==> src/verilog/srw_defs.svh <==
// Constants for the SYSREF window and delay ramp block
`ifndef SRW_DEFS_SVH
`define SRW_DEFS_SVH
`define SRW_REG_CLK_CTRL 12'h029
`define SRW_REG_POS_LOW 12'h02C
`define SRW_REG_POS_MID 12'h02D
`define SRW_REG_POS_HIGH 12'h02E
`define SRW_REG_POS_VALID 12'h02F
`define SRW_REG_COARSE 12'h038
`define SRW_REG_RAMP_CTRL 12'h039
`define SRW_REG_RAMP_STAT 12'h03A
`define SRW_SEL_LSB 0
`define SRW_SEL_W 4
`define SRW_FINE_BIT 4
`define SRW_SINGLE_BIT 5
`define SRW_RAMP_EN_BIT 0
`define SRW_RAMP_FAST_BIT 1
`define SRW_RAMP_BUSY_BIT 0
`define SRW_VALID_BIT 0
`define SRW_CODE_W 8
`define SRW_TAPS 24
`define SRW_RAMP_PERIOD 384
`define SRW_STEP_SLOW 1
`define SRW_STEP_FAST 4
`define SRW_EDGES_VALID 3
`define SRW_EDGE_UNKNOWN 24'h80_0001
`define SRW_CODE_RESET 8'h00
`endif

==> src/verilog/srw_pkg.sv <==
// Types for the SYSREF window and delay ramp block
`include "srw_defs.svh"
package srw_pkg;
   typedef struct packed
   {
      logic [11:0] addr;
      logic [7:0] wdata;
      logic wr;
      logic rd;
   } srw_reg_req_t;
   typedef struct packed
   {
      logic [`SRW_CODE_W-1:0] target;
      logic [`SRW_CODE_W-1:0] applied;
      logic [8:0] count;
      logic busy;
   } srw_ramp_state_t;
   typedef struct packed
   {
      logic [`SRW_SEL_W-1:0] sel;
      logic fine;
      logic single;
      logic ramp_en;
      logic ramp_fast;
      logic [`SRW_TAPS-1:0] prev_taps;
      logic [`SRW_TAPS-1:0] flags_prev;
      logic [`SRW_TAPS-1:0] flags;
      logic [1:0] edge_cnt;
      logic capture;
      logic event_pulse;
      logic [7:0] rdata;
   } srw_state_t;
endpackage : srw_pkg

==> src/verilog/srw_top.sv <==
// SYSREF windowing unit with aperture-delay ramp and register port
`timescale 1ns/1ps
`default_nettype none
`include "srw_defs.svh"
module srw_top #(
   parameter int RAMP_PERIOD = `SRW_RAMP_PERIOD
) (
   // Clock and reset
   input wire logic core_clk_i,
   input wire logic rst_n_i,
   // Register port
   input wire srw_pkg::srw_reg_req_t reg_req_i,
   output logic [7:0] reg_rdata_o,
   // SYSREF samples at each delayed clock tap
   input wire logic [`SRW_TAPS-1:0] sysref_rise_taps_i,
   input wire logic [`SRW_TAPS-1:0] sysref_fall_taps_i,
   // Clocking controls
   output logic [`SRW_CODE_W-1:0] coarse_delay_o,
   output logic window_step_fine_o,
   output logic dual_edge_sample_o,
   // Captured SYSREF
   output logic sysref_captured_o,
   output logic sysref_event_o
);
   srw_pkg::srw_state_t st;
   srw_pkg::srw_state_t next_st;
   logic wr_clk;
   logic wr_coarse;
   logic wr_ramp;
   logic [`SRW_CODE_W-1:0] ramp_target;
   logic [`SRW_CODE_W-1:0] ramp_applied;
   logic ramp_busy;
   logic [`SRW_TAPS-1:0] diff;
   logic [`SRW_TAPS-1:0] risky;
   logic [`SRW_TAPS-1:0] status;
   logic rise_seen;
   logic pos_valid;
   logic tap_rise;
   logic tap_fall;
   logic capture_now;

   // Write decode
   assign wr_clk = reg_req_i.wr && (reg_req_i.addr == `SRW_REG_CLK_CTRL);
   assign wr_coarse = reg_req_i.wr && (reg_req_i.addr == `SRW_REG_COARSE);
   assign wr_ramp = reg_req_i.wr && (reg_req_i.addr == `SRW_REG_RAMP_CTRL);

   // Coarse delay ramp
   srw_delay_ramp #(
      .PERIOD(RAMP_PERIOD)
   ) u_ramp (
      .core_clk_i(core_clk_i),
      .rst_n_i(rst_n_i),
      .code_wr_i(wr_coarse),
      .code_i(reg_req_i.wdata),
      .ramp_en_i(st.ramp_en),
      .ramp_fast_i(st.ramp_fast),
      .target_o(ramp_target),
      .applied_o(ramp_applied),
      .busy_o(ramp_busy)
   );

   // Neighbour transitions across the tap vector
   always_comb
   begin
      diff = '0;
      risky = '0;
      for (int i = 0; i < `SRW_TAPS - 1; i++)
      begin
         diff[i] = sysref_rise_taps_i[i] ^ sysref_rise_taps_i[i+1];
      end
      for (int i = 0; i < `SRW_TAPS; i++)
      begin
         if (i == 0)
         begin
            risky[i] = diff[i];
         end
         else
         begin
            risky[i] = diff[i] | diff[i-1];
         end
      end
   end

   // First cycle in which any tap rises out of an all-low vector
   assign rise_seen = (|(sysref_rise_taps_i & ~st.prev_taps)) && (st.prev_taps == '0);

   // Status: union of the last two edges, end taps forced high
   assign status = st.flags | st.flags_prev | `SRW_EDGE_UNKNOWN;
   assign pos_valid = (st.edge_cnt >= 2'(`SRW_EDGES_VALID));

   // Tap selection; select field reaches taps 0 to 15 only
   assign tap_rise = sysref_rise_taps_i[st.sel];
   assign tap_fall = sysref_fall_taps_i[st.sel];
   assign capture_now = st.single ? (tap_rise | tap_fall) : tap_rise;

   always_comb
   begin
      next_st = st;
      next_st.prev_taps = sysref_rise_taps_i;
      next_st.capture = capture_now;
      next_st.event_pulse = capture_now & ~st.capture;

      // Clock control fields
      if (wr_clk)
      begin
         next_st.sel = reg_req_i.wdata[`SRW_SEL_LSB +: `SRW_SEL_W];
         next_st.fine = reg_req_i.wdata[`SRW_FINE_BIT];
         next_st.single = reg_req_i.wdata[`SRW_SINGLE_BIT];
      end

      // Ramp control fields
      if (wr_ramp)
      begin
         next_st.ramp_en = reg_req_i.wdata[`SRW_RAMP_EN_BIT];
         next_st.ramp_fast = reg_req_i.wdata[`SRW_RAMP_FAST_BIT];
      end

      // Tap spacing change invalidates the history
      if (wr_clk && (reg_req_i.wdata[`SRW_FINE_BIT] != st.fine))
      begin
         next_st.flags = '0;
         next_st.flags_prev = '0;
         next_st.edge_cnt = 2'h0;
      end

      // Position tracking on every SYSREF rising edge; an edge wins over a clear
      if (rise_seen)
      begin
         next_st.flags_prev = next_st.flags;
         next_st.flags = risky;
         if (next_st.edge_cnt < 2'(`SRW_EDGES_VALID))
         begin
            next_st.edge_cnt = next_st.edge_cnt + 2'h1;
         end
      end

      // Read data, one cycle after the strobe
      next_st.rdata = 8'h00;
      if (reg_req_i.rd)
      begin
         case (reg_req_i.addr)
            `SRW_REG_CLK_CTRL:
            begin
               next_st.rdata[`SRW_SEL_LSB +: `SRW_SEL_W] = st.sel;
               next_st.rdata[`SRW_FINE_BIT] = st.fine;
               next_st.rdata[`SRW_SINGLE_BIT] = st.single;
            end
            `SRW_REG_POS_LOW:
            begin
               next_st.rdata = status[7:0];
            end
            `SRW_REG_POS_MID:
            begin
               next_st.rdata = status[15:8];
            end
            `SRW_REG_POS_HIGH:
            begin
               next_st.rdata = status[23:16];
            end
            `SRW_REG_POS_VALID:
            begin
               next_st.rdata[`SRW_VALID_BIT] = pos_valid;
            end
            `SRW_REG_COARSE:
            begin
               next_st.rdata = ramp_applied;
            end
            `SRW_REG_RAMP_CTRL:
            begin
               next_st.rdata[`SRW_RAMP_EN_BIT] = st.ramp_en;
               next_st.rdata[`SRW_RAMP_FAST_BIT] = st.ramp_fast;
            end
            `SRW_REG_RAMP_STAT:
            begin
               next_st.rdata[`SRW_RAMP_BUSY_BIT] = ramp_busy;
               next_st.rdata[7:1] = 7'(ramp_target >> 1) & 7'h00;
            end
            default:
            begin
               next_st.rdata = 8'h00;
            end
         endcase
      end
   end

   always_ff @(posedge core_clk_i or negedge rst_n_i)
   begin
      if (!rst_n_i)
      begin
         st <= '0;
      end
      else
      begin
         st <= next_st;
      end
   end

   // Outputs
   assign reg_rdata_o = st.rdata;
   assign coarse_delay_o = ramp_applied;
   assign window_step_fine_o = st.fine;
   assign dual_edge_sample_o = st.single;
   assign sysref_captured_o = st.capture;
   assign sysref_event_o = st.event_pulse;
endmodule : srw_top
`default_nettype wire

==> src/verilog/srw_delay_ramp.sv <==
// Coarse aperture-delay ramp stepper
`timescale 1ns/1ps
`default_nettype none
`include "srw_defs.svh"
module srw_delay_ramp #(
   parameter int PERIOD = `SRW_RAMP_PERIOD
) (
   // Clock and reset
   input wire logic core_clk_i,
   input wire logic rst_n_i,
   // Control
   input wire logic code_wr_i,
   input wire logic [`SRW_CODE_W-1:0] code_i,
   input wire logic ramp_en_i,
   input wire logic ramp_fast_i,
   // State
   output logic [`SRW_CODE_W-1:0] target_o,
   output logic [`SRW_CODE_W-1:0] applied_o,
   output logic busy_o
);
   localparam logic [8:0] LAST = 9'(PERIOD - 1);
   localparam logic [`SRW_CODE_W-1:0] STEP_S = `SRW_CODE_W'(`SRW_STEP_SLOW);
   localparam logic [`SRW_CODE_W-1:0] STEP_F = `SRW_CODE_W'(`SRW_STEP_FAST);
   srw_pkg::srw_ramp_state_t st;
   srw_pkg::srw_ramp_state_t next_st;
   logic [`SRW_CODE_W-1:0] step;
   always_comb
   begin
      next_st = st;
      step = ramp_fast_i ? STEP_F : STEP_S;
      if (code_wr_i)
      begin
         next_st.target = code_i;
         next_st.count = 9'h000;
         if (ramp_en_i)
         begin
            next_st.busy = (code_i != st.applied);
         end
         else
         begin
            next_st.applied = code_i;
            next_st.busy = 1'b0;
         end
      end
      else if (st.busy)
      begin
         if (st.count == LAST)
         begin
            next_st.count = 9'h000;
            // Step toward target without overshoot
            if (st.target > st.applied)
            begin
               if (st.target - st.applied <= step)
                  next_st.applied = st.target;
               else
                  next_st.applied = st.applied + step;
            end
            else
            begin
               if (st.applied - st.target <= step)
                  next_st.applied = st.target;
               else
                  next_st.applied = st.applied - step;
            end
            next_st.busy = (next_st.applied != st.target);
         end
         else
         begin
            next_st.count = st.count + 9'h001;
         end
      end
   end
   always_ff @(posedge core_clk_i or negedge rst_n_i)
   begin
      if (!rst_n_i)
      begin
         st <= '{target: `SRW_CODE_RESET, applied: `SRW_CODE_RESET, count: 9'h000,
                 busy: 1'b0};
      end
      else
      begin
         st <= next_st;
      end
   end
   assign target_o = st.target;
   assign applied_o = st.applied;
   assign busy_o = st.busy;
endmodule : srw_delay_ramp
`default_nettype wire

==> config.mk <==
export PLATFORM = sky130hd
export DESIGN_NAME = srw_top
export DESIGN_NICKNAME = d
export VERILOG_FILES = /design/src/verilog/srw_pkg.sv /design/src/verilog/srw_top.sv /design/src/verilog/srw_delay_ramp.sv
export VERILOG_INCLUDE_DIRS = /design/src /design/src/verilog
export SDC_FILE = /design/constraint.sdc
export NUM_CORES = 1
export LEC_CHECK = 0
export ABC_AREA = 1
export ABC_CLOCK_PERIOD_IN_PS = 5120
export BUFFER_PORTS_ARGS = -buffer_cell sky130_fd_sc_hd__buf_4
export CAP_MARGIN = 30
export CORE_MARGIN = 2
export CORE_UTILIZATION = 50
export DETAILED_ROUTE_END_ITERATION = 16
export GPL_TIMING_DRIVEN = 0
export PLACE_DENSITY = 0.7
export SETUP_SLACK_MARGIN = 0.1
export SKIP_CTS_REPAIR_TIMING = 1
export SLEW_MARGIN = 15
export SYNTH_ARGS = -nofsm -noshare
export SYNTH_HDL_FRONTEND = slang
export SYNTH_SLANG_ARGS = --single-unit
export TNS_END_PERCENT = 10
==> constraint.sdc <==
create_clock -name core_clk_i -period 5.12 [get_ports core_clk_i]
set_clock_uncertainty 0.15 [all_clocks]
set_input_delay 1.536 -clock core_clk_i [delete_from_list [all_inputs] [get_ports core_clk_i]]
set_output_delay 1.536 -clock core_clk_i [all_outputs]
set_load 0.01 [all_outputs]
======== Word level (Yosys, flattened, before mapping) ========
Cells that the tools add are included.
storage, ports and cells
  flip-flop bits (word level) ............. 117
  bits in latches ......................... 0
  memory bits (writable) .................. 0
  bits in read-only memories .............. 0
  output and inout bits ................... 20
  logic and storage cells ................. 130
  memories ................................ 0
cells by class
  add/subtract/negate cells ............... 6
  multipliers ............................. 0
  divide/modulo/power cells ............... 0
  order comparisons ....................... 6
  equality and inequality tests ........... 13
  shifts and indexed selects .............. 0
  muxes and demuxes ....................... 27
  bitwise operators ....................... 51
  reductions and logical operators ........ 11
operators with widths
  kind                                                                    number
  49-bit two-way mux                                                      2
  12-bit by 6-bit equality test with 1-bit output, second input constant  8
  8-bit two-way mux                                                       9
  18-bit two-way mux                                                      2
  24-bit bitwise AND                                                      1
  24-bit logical NOT                                                      1
  24-bit inverter                                                         1
  24-bit OR reduction                                                     1
  8-bit subtractor                                                        3
  1-bit bitwise OR                                                        23
  23-bit bitwise OR                                                       1
  1-bit XOR                                                               23
  4-bit case mux with 5 select lines                                      1
  8-bit <= comparator                                                     2
  8-bit != test                                                           2
  9-bit by 1-bit adder with 9-bit output, second input constant           1
  9-bit equality test, second input constant                              1
  9-bit two-way mux                                                       1
  8-bit adder                                                             1
  1-bit binary-select mux with 4-bit select                               2
  8-bit greater-than comparator                                           1
  1-bit case mux with 8 select lines                                      1
  2-bit case mux with 4 select lines                                      1
  4-bit by 6-bit < comparator with 1-bit output, second input constant    1
  14 further kinds                                                        24

======== Longest topological paths before layout ========
  depth in word-level cells ............... 11
  gate-level depth with buffers ........... 23
  mapped depth without buffers ............ 23

======== Cells and area by module ========
From an unflattened synthesis, not the netlist that was laid out.
unflattened totals
  cells, all modules ...................... 1111
  area total of the unflattened synthesis .. 7901.3 µm²
modules (own cells, without submodules)
  module          instances  cells each  area an instance (µm²)
  srw_top         1          647         4877.2
  srw_delay_ramp  1          464         3024.2

======== Least setup slack after synthesis ========
No wires, ideal clock.
  path kind ............................... input-to-reg
  from .................................... input reg_req_i[21] in the netlist's numbering
  to ...................................... register u_ramp.st (netlist bit u_ramp.applied_o[6])
  library setup time ...................... 87 ps
  arrival time ............................ 3007 ps
  required time ........................... 4883 ps
  setup slack ............................. 1876 ps
  stages on the path ...................... 14
  buffers on the path ..................... 1
  cells stage by stage .................... nor2_1 > nand2_1 > nor3_1 > nand2_1 > nor2_4 > inv_2 > nor2_4 > inv_2 > nand2_1 > inv_2 > a21oi_4 > buf_4 > a21oi_1 > a22oi_1
between the ends
  longest elaborated chain between the ends .. 4
  elaborated cells on any way between the ends .. 7
  those cells by class .................... eq/ne (2); mux (1); reduce/logical (4)
ends and longest elaborated chain
  element                                                               RTL line              text
  from (decl)                                                           srw_top.sv:12         input wire srw_pkg::srw_reg_req_t reg_req_i,
  12-bit by 6-bit equality test with 1-bit output *                     n/a
  1-bit logical AND *                                                   srw_top.sv:44         assign wr_coarse = reg_req_i.wr && (reg_req_i.addr == `SRW_REG_COARSE);
  2-bit != test (no line) / 2-bit nonzero test (equally long branches)  n/a
  3-bit AND reduction (no line)                                         n/a
  to (signal assigned)                                                  srw_delay_ramp.sv:77  st <= '{target: `SRW_CODE_RESET, applied: `SRW_CODE_RESET, count: 9'h000,
  to (signal assigned)                                                  srw_delay_ramp.sv:82  st <= next_st;
  to (decl)                                                             srw_delay_ramp.sv:24  srw_pkg::srw_ramp_state_t st;
Mark *: on every way between the ends. The rest lies on a longest branch, timed or not.
A chain may end at the register's enable or synchronous reset.

==> flow_summary.json <==
{
  "status": "finished, final reports clean",
  "num_rows": 44,
  "worstHoldEndpoint": "sysref_event_o",
  "n_antenna_cell": 0,
  "min_period_ps": 3670,
  "hpwl_um": 15200,
  "cp-end-kind": "flip-flop",
  "crit_chain": "inv_1, fa_1, xnor2_1, ha_1, a21o_1, nand2_1, nand3_1, nor2_4, nand2_2, inv_2, nand2_1, nand3_1, nand3_1, nand2_1, nand2_1, nor2_1, nand2_1, nand2_1, nand2_1",
  "yosysSeqAreaShare": 0.392,
  "areaGrowthSynthToFinish_pct": 20.6,
  "syn_area_per_cell_um2": 7.74,
  "crit_family": "simple AND/OR/NAND/NOR gates",
  "top_level_ports": 92,
  "hold_path_depth": 1,
  "finalSetupViolCount": 0,
  "p_per_area_mw_per_mm2": 282,
  "htree_levels": 4,
  "core_area_mm2": 0.0144,
  "critical_path_buf_inv_count": 2,
  "cts.clk_slew.worst_paths_ps": 50,
  "clockBufferDepth": 2,
  "cp_data_arrival_time_ps": 3810,
  "ir_drop_mv": 0.250,
  "required_ps": 5260,
  "rsz0062_at_grt": "no",
  "fillers": 1302,
  "ys_types": 50,
  "grt_pass1_vias": 6422,
  "tritoncts": "yes",
  "slew_viol_final": 0,
  "grt_overflow": 0,
  "reg2reg_depth": 19,
  "synth_area_mm2": 0.00727,
  "fin_tns_setup_ps": 0,
  "drive_gt1_frac": 0.174,
  "p_leak_uw": 0.00428,
  "postSynthCellCount": 940,
  "die_h_um": 125,
  "layout_commonest_cell": "nand2_1",
  "io_buffers": 83,
  "relSlewSlack": 0.570,
  "rrSetupSlack_ps": 1450,
  "wl_per_cell_um": 16.3,
  "layout_common_cells": "nand2_1, dfrtp_1, buf_4, inv_1, nand3_1",
  "hold_violations": 0,
  "ys_ff_latch": 114,
  "die_w_um": 125,
  "cp_max_fo": 10,
  "gp_congestion": 0.962,
  "slowest_delay_ps": 560,
  "ant_nets": 0,
  "cp_common_cell": "nand2_1",
  "hp-start": "sysref_captured_o",
  "root_buffer": "clkbuf_16",
  "cp_slowest_cell": "dfrtp_1",
  "grt_max_degree": 78,
  "vias_per_cell": 5.55,
  "seqCellArea_mm2": 0.00285,
  "reg2reg_to": "u_ramp.busy_o",
  "antenna_found_initial": 0,
  "die_area_mm2": 0.0155,
  "start_util": 0.506,
  "drt-total-wl_um": 20200,
  "nets": 1142,
  "worstMarginPinSlew_ps": 643,
  "cap_violations": 0,
  "cts_sinks": 114,
  "path_class": "reg2reg",
  "critPathLaunchType": "flip-flop",
  "ys_warn_count": 0,
  "max_freq_ghz": 0.272,
  "drc": 0,
  "final_area_mm2": 0.00877,
  "placed_area_mm2": 0.00816,
  "finalPower_uw": 2470,
  "multi_input_area_mm2": 0.00373,
  "synth.net_count": 1039,
  "grt_pass1_wl_um": 33300,
  "insertion_delay_ps": 420,
  "drtPass1Iterations": 8,
  "dr_total_vias": 6886,
  "fin_crit_sh": 0.717,
  "grt_use_total": 0.268,
  "cp.depth": 19,
  "hold_path_class": "reg2reg",
  "first_iter_violations": 638,
  "r2r_start": "u_ramp.applied_o[1]",
  "cts_made_buffers": 17
}
==> final cells by class <==
cell class,instances,share of cell area
plain buffers,44,0.0301
clock inverters,12,0.0178
clock buffers,20,0.0521
multi-input cells,668,0.425
inverters,114,0.0488
repair buffers,84,0.0746
well taps,184,0.0263
flip-flops and latches,114,0.325
==> report_power, final <==
part	internal, uW	leakage [uW]	switching (uW)
logic	120	0.00256	199
clock network	791	0.000289	438
registers	913	0.00144	7.16
total	1820	0.00428	644
==> how the worst max path moves through the flow <==
stage | from | end | slack, ps
2_1_floorplan | reg_req_i[21] | u_ramp.applied_o[6] | 1880
4_1_cts | u_ramp.applied_o[0] | u_ramp.busy_o | 1520
5_1_grt | u_ramp.applied_o[0] | u_ramp.busy_o | 1190
3_5_place_dp | reg_req_i[17] | st[55] | 1130
3_3_place_gp | reg_req_i[17] | st[48] | 1240
6_report | u_ramp.applied_o[1] | u_ramp.busy_o | 1450
==> flip-flops by register name, indices dropped and copies added, names as in the netlist <==
name                count
st                     76
u_ramp.st               9
reg_rdata_o             8
u_ramp.applied_o        8
u_ramp.target_o         8
dual_edge_sample_o      1
sysref_captured_o       1
sysref_event_o          1
u_ramp.busy_o           1
window_step_fine_o      1
==> synthesized netlist by cell type (all sizes together) <==
| cell type | number | share of area |
|---|---|---|
| fa | 2 | 0.0055 |
| o211a | 2 | 0.0028 |
| dfrtp | 114 | 0.39 |
| a41oi | 2 | 0.0024 |
| o211ai | 2 | 0.0021 |
| xor2 | 11 | 0.013 |
| o41ai | 1 | 0.0012 |
| nand2 | 213 | 0.11 |
| inv | 111 | 0.057 |
| clkbuf | 20 | 0.010 |
| nor4 | 7 | 0.0060 |
| a221oi | 4 | 0.0048 |
| nor2 | 52 | 0.033 |
| or2 | 9 | 0.0081 |
| nand4 | 10 | 0.0086 |
| o21ai | 83 | 0.057 |
| clkinv | 3 | 0.0015 |
| o221ai | 5 | 0.0060 |
| a21oi | 39 | 0.029 |
| a21boi | 1 | 0.0010 |
| ha | 25 | 0.043 |
| a21o | 1 | 0.0010 |
| mux2 | 1 | 0.0015 |
| a211oi | 1 | 0.0010 |
| a22oi | 12 | 0.012 |
| o22ai | 15 | 0.013 |
| buf | 24 | 0.026 |
| a31oi | 21 | 0.018 |
| o21a | 2 | 0.0021 |
| o221a | 2 | 0.0031 |
| mux2i | 4 | 0.0055 |
| a22o | 1 | 0.0012 |
| o311ai | 1 | 0.0012 |
| nand3 | 100 | 0.074 |
| xnor2 | 27 | 0.033 |
| nor3 | 11 | 0.0083 |
| o31ai | 1 | 0.0010 |
==> cell families after synthesis <==
| group | share of synthesized area |
|---|---|
| and+or+nand+nor | 0.250 |
| AOI/OAI and AO/OA | 0.161 |
| buffers and inverters | 0.0951 |
| DFF | 0.392 |
| xor gates and xnor gates | 0.0458 |
| adders and majority gates | 0.0485 |
| muxes | 0.00705 |
==> worst register-to-register path, cell delays in order, from the launching register on <==
cell and delay [ps]:
dfrtp_1 560, inv_1 260, fa_1 500, xnor2_1 140
ha_1 300, a21o_1 190, nand2_1 60, nand3_1 110
nor2_4 200, nand2_2 200, inv_2 150, nand2_1 60
nand3_1 120, nand3_1 90, nand2_1 120, nand2_1 70
nor2_1 80, nand2_1 70, nand2_1 50, nand2_1 60
==> metal layers <==
layer,up-vias,global-route usage,part of all wire
met5,-,0,0
met1,3214,0.418,0.49
met4,0,0.0760,0.016
met3,28,0.0631,0.076
li1,3365,-,-
met2,279,0.371,0.42
==> through the flow <==
stage	setup WS, ps	utilization	instances	hold WS, ps
2_1_floorplan	1880	-	940	320
3_3_place_gp	1240	0.565	1207	276
3_5_place_dp	1130	0.568	1208	272
4_1_cts	1520	0.610	1240	292
5_1_grt	1190	0.610	1240	320
6_report	1450	0.610	1240	291
Note: power is estimated with default switching activity, not from simulation.
